==> config.mk <==
export PLATFORM = sky130hd
export DESIGN_NAME = ssp_core
export DESIGN_NICKNAME = d
export VERILOG_FILES = /design/src/ssp_pkg.sv /design/src/ssp_core.sv
export SDC_FILE = /design/constraint.sdc
export NUM_CORES = 1
export LEC_CHECK = 0
export ABC_CLOCK_PERIOD_IN_PS = 3230
export BUFFER_PORTS_ARGS = -buffer_cell sky130_fd_sc_hd__buf_2
export CAP_MARGIN = 15
export CORE_ASPECT_RATIO = 0.9
export CORE_MARGIN = 1
export CORE_UTILIZATION = 45
export DETAILED_ROUTE_END_ITERATION = 12
export PLACE_DENSITY = 0.66
export SLEW_MARGIN = 0
export SYNTH_ARGS = -nofsm -noshare
export SYNTH_HDL_FRONTEND = slang
export SYNTH_SLANG_ARGS = --single-unit
==> constraint.sdc <==
create_clock -name sys_clk -period 3.23 [get_ports sys_clk]
set_input_delay 0.323 -clock sys_clk [delete_from_list [all_inputs] [get_ports sys_clk]]
set_output_delay 0.323 -clock sys_clk [all_outputs]
set_load 0.01 [all_outputs]
==> src/ssp_pkg.sv <==
// Constants shared by the serial port design
package ssp_pkg;

  // ------------------------------------------------------------------
  // Register offsets on the plain register port
  // ------------------------------------------------------------------
  localparam logic [1:0] SSP_OFS_CTRL   = 2'h0;
  localparam logic [1:0] SSP_OFS_STATUS = 2'h1;
  localparam logic [1:0] SSP_OFS_DATA   = 2'h2;

  // ------------------------------------------------------------------
  // Control register field positions
  // ------------------------------------------------------------------
  localparam int SSP_CTRL_IRQ_EN  = 7;
  localparam int SSP_CTRL_PORT_EN = 6;
  localparam int SSP_CTRL_LSB_1ST = 5;
  localparam int SSP_CTRL_MASTER  = 4;
  localparam int SSP_CTRL_CLOCK_POLARITY    = 3;
  localparam int SSP_CTRL_CLOCK_PHASE    = 2;
  localparam int SSP_CTRL_RATE_HI = 1;
  localparam int SSP_CTRL_RATE_LO = 0;

  // ------------------------------------------------------------------
  // Status register field positions
  // ------------------------------------------------------------------
  localparam int SSP_STAT_DONE    = 7;
  localparam int SSP_STAT_WRITE_COLLISION_FLAG    = 6;
  localparam int SSP_STAT_DBL     = 0;

  // ------------------------------------------------------------------
  // Reset values
  // ------------------------------------------------------------------
  localparam logic [7:0] SSP_CTRL_RST   = 8'h00;
  localparam logic [7:0] SSP_DATA_RST   = 8'h00;

  // ------------------------------------------------------------------
  // Frame and clock generator figures
  // ------------------------------------------------------------------
  localparam logic [3:0] SSP_LAST_BIT   = 4'h7;
  localparam logic [4:0] SSP_LAST_EDGE  = 5'h0F;
  // Half SCK periods in system clocks for /2 /4 /8 /16 /32 /64 /128
  localparam logic [6:0] SSP_HALF_DIV2   = 7'h01;
  localparam logic [6:0] SSP_HALF_DIV4   = 7'h02;
  localparam logic [6:0] SSP_HALF_DIV8   = 7'h04;
  localparam logic [6:0] SSP_HALF_DIV16  = 7'h08;
  localparam logic [6:0] SSP_HALF_DIV32  = 7'h10;
  localparam logic [6:0] SSP_HALF_DIV64  = 7'h20;
  localparam logic [6:0] SSP_HALF_DIV128 = 7'h40;

  // ------------------------------------------------------------------
  // Master sequencer states
  // ------------------------------------------------------------------
  typedef enum logic [1:0] {
    SSP_IDLE = 2'b00,
    SSP_RUN  = 2'b01,
    SSP_FIN  = 2'b10
  } ssp_state_t;

endpackage

==> src/ssp_core.sv <==
// Byte-wide master/slave synchronous serial port with register port
//
// Functional notes
// - Slave: select input; low activates, MISO per direction
// - Slave with select high captures nothing
// - Select high resets slave shift and counter
// - Master with select output: plain general pin
// - Master, select input low: drop to slave
// - Forced drop to slave sets done flag
// - Stays slave until software sets master again
// - Bit 7 enables interrupt with done flag
// - Bit 6 enables port; nothing moves otherwise
// - Bit 5 one sends LSB first
// - Bit 4 selects master, zero slave
// - Bit 3 sets SCK idle level
// - Bit 2 picks sample edge leading or trailing
// - Master SCK divider from two rate bits and double-rate bit
// - Rate bits ignored in slave mode
// - Done flag: set on end, cleared two ways
// - Data write while busy sets collision flag
// - Status bits 5..1 read zero
// - Status bit 0 doubles master SCK rate
// - Data write starts; data read gives buffer
// - Shift and capture on opposite SCK edges
// - Master stops after eight bits, awaits write
// - Receive buffer holds until next byte complete
// - Enabled port forces pin directions by mode
module ssp_core
  import ssp_pkg::*;
#(
  parameter int WORD_BITS = 8
) (
  input  wire logic       sys_clk,
  input  wire logic       resetn,
  input  wire logic [1:0] regAddr,
  input  wire logic [7:0] regWrData,
  input  wire logic       regWr,
  input  wire logic       regRd,
  output logic      [7:0] regRdData,
  input  wire logic       globalIrqEn,
  input  wire logic       irqAck,
  output logic            xferIrq,
  input  wire logic       dirMosi,
  input  wire logic       dirMiso,
  input  wire logic       dirSck,
  input  wire logic       dirSel,
  input  wire logic       gpioMosi,
  input  wire logic       gpioMiso,
  input  wire logic       gpioSck,
  input  wire logic       gpioSel,
  input  wire logic       mosiIn,
  output logic            mosiOut,
  output logic            mosiDriveN,
  input  wire logic       misoIn,
  output logic            misoOut,
  output logic            misoDriveN,
  input  wire logic       sckIn,
  output logic            sckOut,
  output logic            sckDriveN,
  input  wire logic       selIn,
  output logic            selOut,
  output logic            selDriveN
);

  // ------------------------------------------------------------------
  // Elaboration check
  // ------------------------------------------------------------------
  // Register layout and counters are built for byte frames only
  if (WORD_BITS != 8) begin : gBadWidth
    $error("ssp_core supports WORD_BITS of 8 only");
  end

  // ------------------------------------------------------------------
  // Functions
  // ------------------------------------------------------------------
  // First bit to go out of a byte for the chosen order
  function automatic logic headBit(input logic [7:0] b, input logic lsb);
    headBit = lsb ? b[0] : b[7];
  endfunction

  // Shift one received bit in, pushing the sent bit out
  function automatic logic [7:0] shiftIn(input logic [7:0] b,
                                         input logic       lsb,
                                         input logic       bitIn);
    shiftIn = lsb ? {bitIn, b[7:1]} : {b[6:0], bitIn};
  endfunction

  // Half SCK period from double-rate and the two rate bits
  function automatic logic [6:0] halfPeriod(input logic       dbl,
                                            input logic [1:0] rate);
    unique case ({dbl, rate})
      3'b000:  halfPeriod = SSP_HALF_DIV4;
      3'b001:  halfPeriod = SSP_HALF_DIV16;
      3'b010:  halfPeriod = SSP_HALF_DIV64;
      3'b011:  halfPeriod = SSP_HALF_DIV128;
      3'b100:  halfPeriod = SSP_HALF_DIV2;
      3'b101:  halfPeriod = SSP_HALF_DIV8;
      3'b110:  halfPeriod = SSP_HALF_DIV32;
      default: halfPeriod = SSP_HALF_DIV64;
    endcase
  endfunction

  // ------------------------------------------------------------------
  // Declarations
  // ------------------------------------------------------------------
  logic       rstSync1_ff, rstSync2_ff, rstN;
  logic       irqEn_ff, portEn_ff, lsbFirst_ff, master_ff;
  logic       clock_polarity_ff, clock_phase_ff, dblRate_ff;
  logic [1:0] rateSel_ff;
  logic       doneFlag_ff, wcolFlag_ff, statArmed_ff, donePend_ff;
  logic [7:0] txByte_ff, shift_ff, rxBuf_ff, regRdData_ff;
  logic       outBit_ff, sckInt_ff, sckPrev_ff, xferIrq_ff;
  logic [3:0] bitCnt_ff;
  logic [4:0] edgeCnt_ff;
  logic [6:0] divCnt_ff;
  ssp_state_t state_ff, nxt_state;
  logic       wrCtrl, wrStat, wrData, dataAccess, flagClr;
  logic       modeFault, slaveActive, slaveReset, busy, accept;
  logic       mEdge, mSample, mSetup, sEdge, sLead, sSample, sSetup;
  logic       sampleEv, setupEv, inBit, slaveDone, masterFin, mSmpD_ff;
  logic [7:0] nxt_regRdData;
  logic       nxt_mosiOut, nxt_mosiDriveN, nxt_misoOut, nxt_misoDriveN;
  logic       nxt_sckOut, nxt_sckDriveN, nxt_selOut, nxt_selDriveN;
  logic       mosiOut_ff, mosiDriveN_ff, misoOut_ff, misoDriveN_ff;
  logic       sckOut_ff, sckDriveN_ff, selOut_ff, selDriveN_ff;

  // ------------------------------------------------------------------
  // Reset release
  // ------------------------------------------------------------------
  // Two stages so the release never lands mid-setup of any flop
  always_ff @(posedge sys_clk or negedge resetn) begin
    if (!resetn) begin
      rstSync1_ff <= 1'b0;
      rstSync2_ff <= 1'b0;
    end else begin
      rstSync1_ff <= 1'b1;
      rstSync2_ff <= rstSync1_ff;
    end
  end
  assign rstN = rstSync2_ff;

  // ------------------------------------------------------------------
  // Decode and event terms
  // ------------------------------------------------------------------
  assign wrCtrl     = regWr && (regAddr == SSP_OFS_CTRL);
  assign wrStat     = regWr && (regAddr == SSP_OFS_STATUS);
  assign wrData     = regWr && (regAddr == SSP_OFS_DATA);
  assign dataAccess = (regWr || regRd) && (regAddr == SSP_OFS_DATA);
  assign flagClr    = statArmed_ff && dataAccess;
  // Another master pulls select low while we master
  assign modeFault  = portEn_ff && master_ff && !dirSel && !selIn;
  assign slaveActive = portEn_ff && !master_ff && !selIn;
  assign slaveReset = portEn_ff && !master_ff && selIn
                      && (bitCnt_ff != 4'h0);
  assign busy       = master_ff ? (state_ff != SSP_IDLE)
                                : (slaveActive && (bitCnt_ff != 4'h0));
  assign accept     = wrData && !busy;

  // Master edges come from the divider; leading edges are even ones
  assign mEdge   = (state_ff == SSP_RUN) && (divCnt_ff == 7'h00);
  assign mSample = mEdge && (edgeCnt_ff[0] == clock_phase_ff);
  assign mSetup  = mEdge && (edgeCnt_ff[0] != clock_phase_ff);
  // Slave edges: compare sampled SCK against its last value
  assign sEdge   = slaveActive && (sckIn != sckPrev_ff);
  assign sLead   = (sckIn != clock_polarity_ff);
  assign sSample = sEdge && (sLead != clock_phase_ff);
  assign sSetup  = sEdge && (sLead == clock_phase_ff);
  assign sampleEv = mSmpD_ff || sSample;
  assign setupEv  = mSetup || sSetup;
  assign inBit    = master_ff ? misoIn : mosiIn;
  assign slaveDone = sSample && (bitCnt_ff == SSP_LAST_BIT);
  assign masterFin = (state_ff == SSP_FIN);

  // ------------------------------------------------------------------
  // Control register
  // ------------------------------------------------------------------
  // Hardware clear of master wins over a same-cycle software write
  always_ff @(posedge sys_clk or negedge rstN) begin
    if (!rstN) begin
      irqEn_ff    <= SSP_CTRL_RST[SSP_CTRL_IRQ_EN];
      portEn_ff   <= SSP_CTRL_RST[SSP_CTRL_PORT_EN];
      lsbFirst_ff <= SSP_CTRL_RST[SSP_CTRL_LSB_1ST];
      master_ff   <= SSP_CTRL_RST[SSP_CTRL_MASTER];
      clock_polarity_ff     <= SSP_CTRL_RST[SSP_CTRL_CLOCK_POLARITY];
      clock_phase_ff     <= SSP_CTRL_RST[SSP_CTRL_CLOCK_PHASE];
      rateSel_ff  <= SSP_CTRL_RST[SSP_CTRL_RATE_HI:SSP_CTRL_RATE_LO];
    end else begin
      if (wrCtrl) begin
        irqEn_ff    <= regWrData[SSP_CTRL_IRQ_EN];
        portEn_ff   <= regWrData[SSP_CTRL_PORT_EN];
        lsbFirst_ff <= regWrData[SSP_CTRL_LSB_1ST];
        master_ff   <= regWrData[SSP_CTRL_MASTER];
        clock_polarity_ff     <= regWrData[SSP_CTRL_CLOCK_POLARITY];
        clock_phase_ff     <= regWrData[SSP_CTRL_CLOCK_PHASE];
        rateSel_ff  <= regWrData[SSP_CTRL_RATE_HI:SSP_CTRL_RATE_LO];
      end
      if (modeFault) begin
        master_ff <= 1'b0;
      end
    end
  end

  // ------------------------------------------------------------------
  // Status flags
  // ------------------------------------------------------------------
  // A new event in the clearing cycle survives: set beats clear
  always_ff @(posedge sys_clk or negedge rstN) begin
    if (!rstN) begin
      doneFlag_ff  <= 1'b0;
      wcolFlag_ff  <= 1'b0;
      statArmed_ff <= 1'b0;
      dblRate_ff   <= 1'b0;
    end else begin
      if (wrStat) begin
        dblRate_ff <= regWrData[SSP_STAT_DBL];
      end
      if (regRd && (regAddr == SSP_OFS_STATUS)) begin
        statArmed_ff <= doneFlag_ff || wcolFlag_ff;
      end else if (dataAccess) begin
        statArmed_ff <= 1'b0;
      end
      if (masterFin || donePend_ff || modeFault) begin
        doneFlag_ff <= 1'b1;
      end else if (flagClr || irqAck) begin
        doneFlag_ff <= 1'b0;
      end
      if (wrData && busy) begin
        wcolFlag_ff <= 1'b1;
      end else if (flagClr) begin
        wcolFlag_ff <= 1'b0;
      end
    end
  end

  // ------------------------------------------------------------------
  // Master sequencer
  // ------------------------------------------------------------------
  always_comb begin
    nxt_state = state_ff;
    unique case (state_ff)
      SSP_IDLE: if (accept && portEn_ff && master_ff && !modeFault) begin
        nxt_state = SSP_RUN;
      end
      SSP_RUN: if (mEdge && (edgeCnt_ff == SSP_LAST_EDGE)) begin
        nxt_state = SSP_FIN;
      end
      SSP_FIN: nxt_state = SSP_IDLE;
      default: nxt_state = SSP_IDLE;
    endcase
    // Losing the bus or the enable aborts at once
    if (modeFault || !portEn_ff) begin
      nxt_state = SSP_IDLE;
    end
  end

  always_ff @(posedge sys_clk or negedge rstN) begin
    if (!rstN) begin
      state_ff <= SSP_IDLE;
    end else begin
      state_ff <= nxt_state;
    end
  end

  // ------------------------------------------------------------------
  // Master clock divider and SCK level
  // ------------------------------------------------------------------
  // Rate bits only read when the divider loads, i.e. outside SSP_RUN and at each master edge
  always_ff @(posedge sys_clk or negedge rstN) begin
    if (!rstN) begin
      divCnt_ff  <= 7'h00;
      edgeCnt_ff <= 5'h00;
      sckInt_ff  <= 1'b0;
    end else if (state_ff != SSP_RUN) begin
      divCnt_ff  <= halfPeriod(dblRate_ff, rateSel_ff) - 7'h01;
      edgeCnt_ff <= 5'h00;
      sckInt_ff  <= clock_polarity_ff;
    end else if (mEdge) begin
      divCnt_ff  <= halfPeriod(dblRate_ff, rateSel_ff) - 7'h01;
      edgeCnt_ff <= edgeCnt_ff + 5'h01;
      sckInt_ff  <= !sckInt_ff;
    end else begin
      divCnt_ff  <= divCnt_ff - 7'h01;
    end
  end

  // ------------------------------------------------------------------
  // Shift register, output bit and bit counter
  // ------------------------------------------------------------------
  // Transmit is single buffered: a busy write is dropped, not queued
  always_ff @(posedge sys_clk or negedge rstN) begin
    if (!rstN) begin
      txByte_ff  <= SSP_DATA_RST;
      shift_ff   <= SSP_DATA_RST;
      outBit_ff  <= 1'b0;
      bitCnt_ff  <= 4'h0;
      sckPrev_ff <= 1'b0;
    end else begin
      sckPrev_ff <= sckIn;
      if (accept) begin
        txByte_ff <= regWrData;
        shift_ff  <= regWrData;
        outBit_ff <= headBit(regWrData, lsbFirst_ff);
        bitCnt_ff <= 4'h0;
      end else if (slaveReset || modeFault || !portEn_ff) begin
        shift_ff  <= txByte_ff;
        outBit_ff <= headBit(txByte_ff, lsbFirst_ff);
        bitCnt_ff <= 4'h0;
      end else begin
        if (sampleEv) begin
          shift_ff  <= shiftIn(shift_ff, lsbFirst_ff, inBit);
          bitCnt_ff <= (bitCnt_ff == SSP_LAST_BIT) ? 4'h0
                                                   : bitCnt_ff + 4'h1;
        end
        if (setupEv) begin
          outBit_ff <= headBit(sampleEv ? shiftIn(shift_ff, lsbFirst_ff,
                               inBit) : shift_ff, lsbFirst_ff);
        end
      end
    end
  end

  // ------------------------------------------------------------------
  // Receive buffer
  // ------------------------------------------------------------------
  // Copied one cycle after the last sample so that bit is included
  always_ff @(posedge sys_clk or negedge rstN) begin
    if (!rstN) begin
      donePend_ff <= 1'b0;
      mSmpD_ff    <= 1'b0;
      rxBuf_ff    <= SSP_DATA_RST;
    end else begin
      donePend_ff <= slaveDone && !accept;
      // Master takes MISO when its SCK pin edge shows, a cycle late
      mSmpD_ff    <= mSample && !modeFault && portEn_ff;
      if (masterFin || donePend_ff) begin
        rxBuf_ff <= mSmpD_ff ? shiftIn(shift_ff, lsbFirst_ff, inBit)
                             : shift_ff;
      end
    end
  end

  // ------------------------------------------------------------------
  // Register read port
  // ------------------------------------------------------------------
  always_comb begin
    nxt_regRdData = 8'h00;
    unique case (regAddr)
      SSP_OFS_CTRL: nxt_regRdData = {irqEn_ff, portEn_ff, lsbFirst_ff,
                                     master_ff, clock_polarity_ff, clock_phase_ff,
                                     rateSel_ff};
      SSP_OFS_STATUS: nxt_regRdData = {doneFlag_ff, wcolFlag_ff,
                                       5'h00, dblRate_ff};
      SSP_OFS_DATA: nxt_regRdData = rxBuf_ff;
      default: nxt_regRdData = 8'h00;
    endcase
  end

  // Data holds only in the cycle after the read strobe
  always_ff @(posedge sys_clk or negedge rstN) begin
    if (!rstN) begin
      regRdData_ff <= 8'h00;
    end else begin
      regRdData_ff <= regRd ? nxt_regRdData : 8'h00;
    end
  end

  // ------------------------------------------------------------------
  // Interrupt request
  // ------------------------------------------------------------------
  always_ff @(posedge sys_clk or negedge rstN) begin
    if (!rstN) begin
      xferIrq_ff <= 1'b0;
    end else begin
      xferIrq_ff <= irqEn_ff && doneFlag_ff && globalIrqEn;
    end
  end

  // ------------------------------------------------------------------
  // Pin direction overrides
  // ------------------------------------------------------------------
  // Drive enables are active low; user direction one means output
  always_comb begin
    nxt_mosiOut    = gpioMosi;
    nxt_mosiDriveN = !dirMosi;
    nxt_misoOut    = gpioMiso;
    nxt_misoDriveN = !dirMiso;
    nxt_sckOut     = gpioSck;
    nxt_sckDriveN  = !dirSck;
    nxt_selOut     = gpioSel;
    nxt_selDriveN  = !dirSel;
    if (portEn_ff && master_ff) begin
      nxt_mosiOut    = outBit_ff;
      nxt_sckOut     = sckInt_ff;
      nxt_misoDriveN = 1'b1;
    end else if (portEn_ff) begin
      nxt_mosiDriveN = 1'b1;
      nxt_sckDriveN  = 1'b1;
      nxt_selDriveN  = 1'b1;
      if (!selIn) begin
        nxt_misoOut = outBit_ff;
      end
    end
  end

  always_ff @(posedge sys_clk or negedge rstN) begin
    if (!rstN) begin
      mosiOut_ff    <= 1'b0;
      mosiDriveN_ff <= 1'b1;
      misoOut_ff    <= 1'b0;
      misoDriveN_ff <= 1'b1;
      sckOut_ff     <= 1'b0;
      sckDriveN_ff  <= 1'b1;
      selOut_ff     <= 1'b0;
      selDriveN_ff  <= 1'b1;
    end else begin
      mosiOut_ff    <= nxt_mosiOut;
      mosiDriveN_ff <= nxt_mosiDriveN;
      misoOut_ff    <= nxt_misoOut;
      misoDriveN_ff <= nxt_misoDriveN;
      sckOut_ff     <= nxt_sckOut;
      sckDriveN_ff  <= nxt_sckDriveN;
      selOut_ff     <= nxt_selOut;
      selDriveN_ff  <= nxt_selDriveN;
    end
  end

  // ------------------------------------------------------------------
  // Outputs
  // ------------------------------------------------------------------
  assign regRdData  = regRdData_ff;
  assign xferIrq    = xferIrq_ff;
  assign mosiOut    = mosiOut_ff;
  assign mosiDriveN = mosiDriveN_ff;
  assign misoOut    = misoOut_ff;
  assign misoDriveN = misoDriveN_ff;
  assign sckOut     = sckOut_ff;
  assign sckDriveN  = sckDriveN_ff;
  assign selOut     = selOut_ff;
  assign selDriveN  = selDriveN_ff;

endmodule

==> summary.md <==
| Metric | Value |
|---|---|
| Run status | `complete, no violations` |
| Skew-Pair Late Insertion Delay | `0.35 ns` |
| Measured slew at the worst slew-check pin | `0.9732 ns` |
| Synth top area cells | `dfrtp_1, nand2_1, mux2i_1, mux2_2, nor2_1` |
| Maximum VDD drop | `231.2 µV` |
| Number of global-route vias before repair | `2823` |
| Design internal power | `1.801 mW` |
| Clk network pwr share | `0.302` |
| Prevailing post-synth register cell | `dfrtp_1` |
| Residual DRC | `0` |
| Syn Inst Count | `379` |
| Rows | `31` |
| Antenna violations before repair | `0` |
| NumNets Final | `453` |
| Worst-case reg-to-reg path depth | `6` |
| First drt pass iteration count | `4` |
| Slew Limit Fails | `0` |
| Starting DRT DRC Count | `180` |
| Async SR Flop Fraction | `1.000` |
| Sw power | `0.7839 mW` |
| Yosys warning count | `0` |
| Pre-CTS setup slack | `0.8767 ns` |
| Syn-to-layout area delta | `13.05%` |
| Multi-input gate area | `1719 µm²` |
| Max FO, Critical Path | `5` |
| Final setup TNS | `0 ns` |
| Pin count of the biggest net entering global routing | `77` |
| Crit. End Element | `register` |
| Via-per-instance ratio | `5.519` |
| Slew HR | `0.3512` |
| Mapped cell area | `3815 µm²` |
| MaxCap Viol Count | `0` |
| Util after Layout | `0.5295` |
| Critical Path AT | `2.62 ns` |
| DRT Wirelength | `8054 µm` |
| Antenna diodes | `0` |
| Routed len/inst | `15.43 µm` |
| Total Routing Usage GR | `0.2038` |
| Clock skew | `0.01056 ns` |
| Input/output buffers | `44` |
| Final Hold Vio Count | `0` |
| Hold Path Class | `in2reg` |
| Final std cells w/o fill | `522` |
| Sequential area share after synthesis | `0.5130` |
| P_leak | `2.000 nW` |
| Fillers | `763` |
| Tcrit/Tclk final | `0.7458` |
| Avg Inst Size Synth | `10.07 µm²` |
| PD cells | `599.3 nW/µm²` |
| Seq pwr share | `0.498` |
| First-pass GRT wire length | `13860 µm` |
| Num ports | `45` |
| Clock sinks | `78` |
| Top cell type by total area after synthesis | `dfrtp_1` |
| Critical path type | `reg2reg` |
| Commonest non-fill, non-tap cells in the layout | `dfrtp_1, nand2_1, buf_2` |
| DP Area | `4091 µm²` |
| Synth unique cells | `53` |
| Fmax | `415.1 MHz` |
| CTS tree | `done` |
| Sw Share | `0.3033` |
| Root Driver | `clkbuf_8` |
| Core ar. | `8145 µm²` |
| Die area | `8851 µm²` |
| Post-DRT Antenna Nets | `0` |
| Worst Hold Slack | `0.08302 ns` |
| Dpl cells | `506` |
| Post-Syn Nets | `413` |
| Die X-Extent | `99.06 µm` |
| Estimated wirelength of the detail-placed design | `5721 µm` |
| Starting Density | `0.4684` |
| Unrepaired setup endpoints after global routing | `no` |
| DR vias | `2881` |
| Synth Register Bits | `78` |
| Cell area after layout | `4313 µm²` |
| Final setup viols | `0` |
| Most common cell after layout, fill and taps aside | `dfrtp_1` |
| Clock-pin slew on the worst setup and hold paths | `0.08 ns` |
| Pwr Total | `2.585 mW` |
| GPL Wtd Cong | `0.8598` |
| Post-synth EDFFs | `0` |
| Die H | `89.35 µm` |
| Top cell type's share of synthesized area | `0.4854` |
| Clock buffer depth | `2` |
| Gr ovfl total | `0` |
| WHS Path Cells | `2` |
| Layout cell share with drive strength beyond 1 | `0.2080` |
| Sequential cell area | `1961 µm²` |
| PostCTS Resize Cnt | `0` |
| Total CTS buffers | `9` |
| Crit start category | `register` |
| Critical Path RT | `3.44 ns` |
| Comb power frac | `0.200` |
| Fin crit period | `2.409 ns` |
| H-Tree Depth | `3` |
| Final worst slack | `0.8209 ns` |
-- repair_timing --
action                                  in CTS  in global routing
setup buffers                                0                  0
endpoints found under the setup margin       0                  0
endpoints found under the hold margin        2                  0
hold buffers                                 1                  0
-- power groups by stage --
| stage | sequential [mW] | combinational (mW) | clock [mW] |
|---|---|---|---|
| global route | 1.31 | 0.577 | 0.842 |
| finish | 1.29 | 0.517 | 0.780 |
| CTS | 1.29 | 0.516 | 0.804 |
| floorplan | 1.23 | 0.426 | 0 |
| global placement | 1.30 | 0.504 | 0 |
| detailed placement | 1.31 | 0.511 | 0 |
-- Yosys cell counts (all sizes together), types with 3 or more instances --
library cell  number
dfrtp             74
nand2             65
nor2              39
a21oi             23
mux2i             22
o21ai             18
inv               14
mux2              14
clkbuf            10
buf                8
xnor2              7
a2bb2oi            6
ha                 6
o221ai             6
nand2b             5
a211oi             4
and3               4
dfstp              4
nor2b              4
xor2               4
nand3b             3
nor3               3
nor4               3
o311ai             3
o31ai              3
or3b               3
-- path summary, 6_finish.rpt --
path	startpoint	to	slack [ns]
hold reg to reg	rstSync1_ff	rstN	0.35
setup reg to reg	bitCnt_ff[0]	outBit_ff	0.82
setup / recovery	bitCnt_ff[0]	outBit_ff	0.82
min in group asynchronous	resetn	rstN	0.33
max in group asynchronous	rstN	txByte_ff[1]	2.10
hold / removal	dirSck	sckDriveN	0.08
-- layout make-up --
| type | instances | share of cell area |
|---|---|---|
| Sequential cell | 78 | 0.4546 |
| Clock inverter | 5 | 0.01944 |
| Timing Repair Buffer | 47 | 0.05686 |
| Clock buffer | 10 | 0.02959 |
| Inverter | 14 | 0.01218 |
| Multi-Input combinational cell | 269 | 0.3986 |
| Tap cell | 99 | 0.02872 |
-- worst max-delay path, cell delays in order (launching register included) --
cell and delay [ns]:
dfrtp_1 0.41, inv_1 0.09, ha_1 0.14, nor3b_1 0.66, o311ai_0 0.38, a2111oi_0 0.47, o31ai_1 0.13
-- sequential cells by signal, indices dropped and copies added (netlist names), 2 cells and up --
| signal | count |
|---|---|
| txByte_ff | 8 |
| shift_ff | 8 |
| bitCnt_ff | 4 |
| edgeCnt_ff | 5 |
| regRdData | 8 |
| rxBuf_ff | 8 |
| divCnt_ff | 7 |
| rateSel_ff | 2 |
| state_ff | 2 |
-- routing by layer --
layer	vias up	part of all wire	global-route usage
li1	1407	-	-
met1	1391	0.49	0.2834
met2	77	0.45	0.3121
met3	6	0.055	0.05864
met4	0	0.0089	0.06016
met5	-	0	0
-- cells by family after synthesis --
logic type      count (synthesis)  synth area share
flops                          78            0.5130
fa+ha+maj                       6           0.01968
simple gates                  137            0.1617
compound gates                 78            0.1410
mux                            36            0.1000
other cells                     1         0.0009830
buf+inv                        32           0.03640
xor+xnor                       11           0.02722
Power figures use the tool's default switching activity.
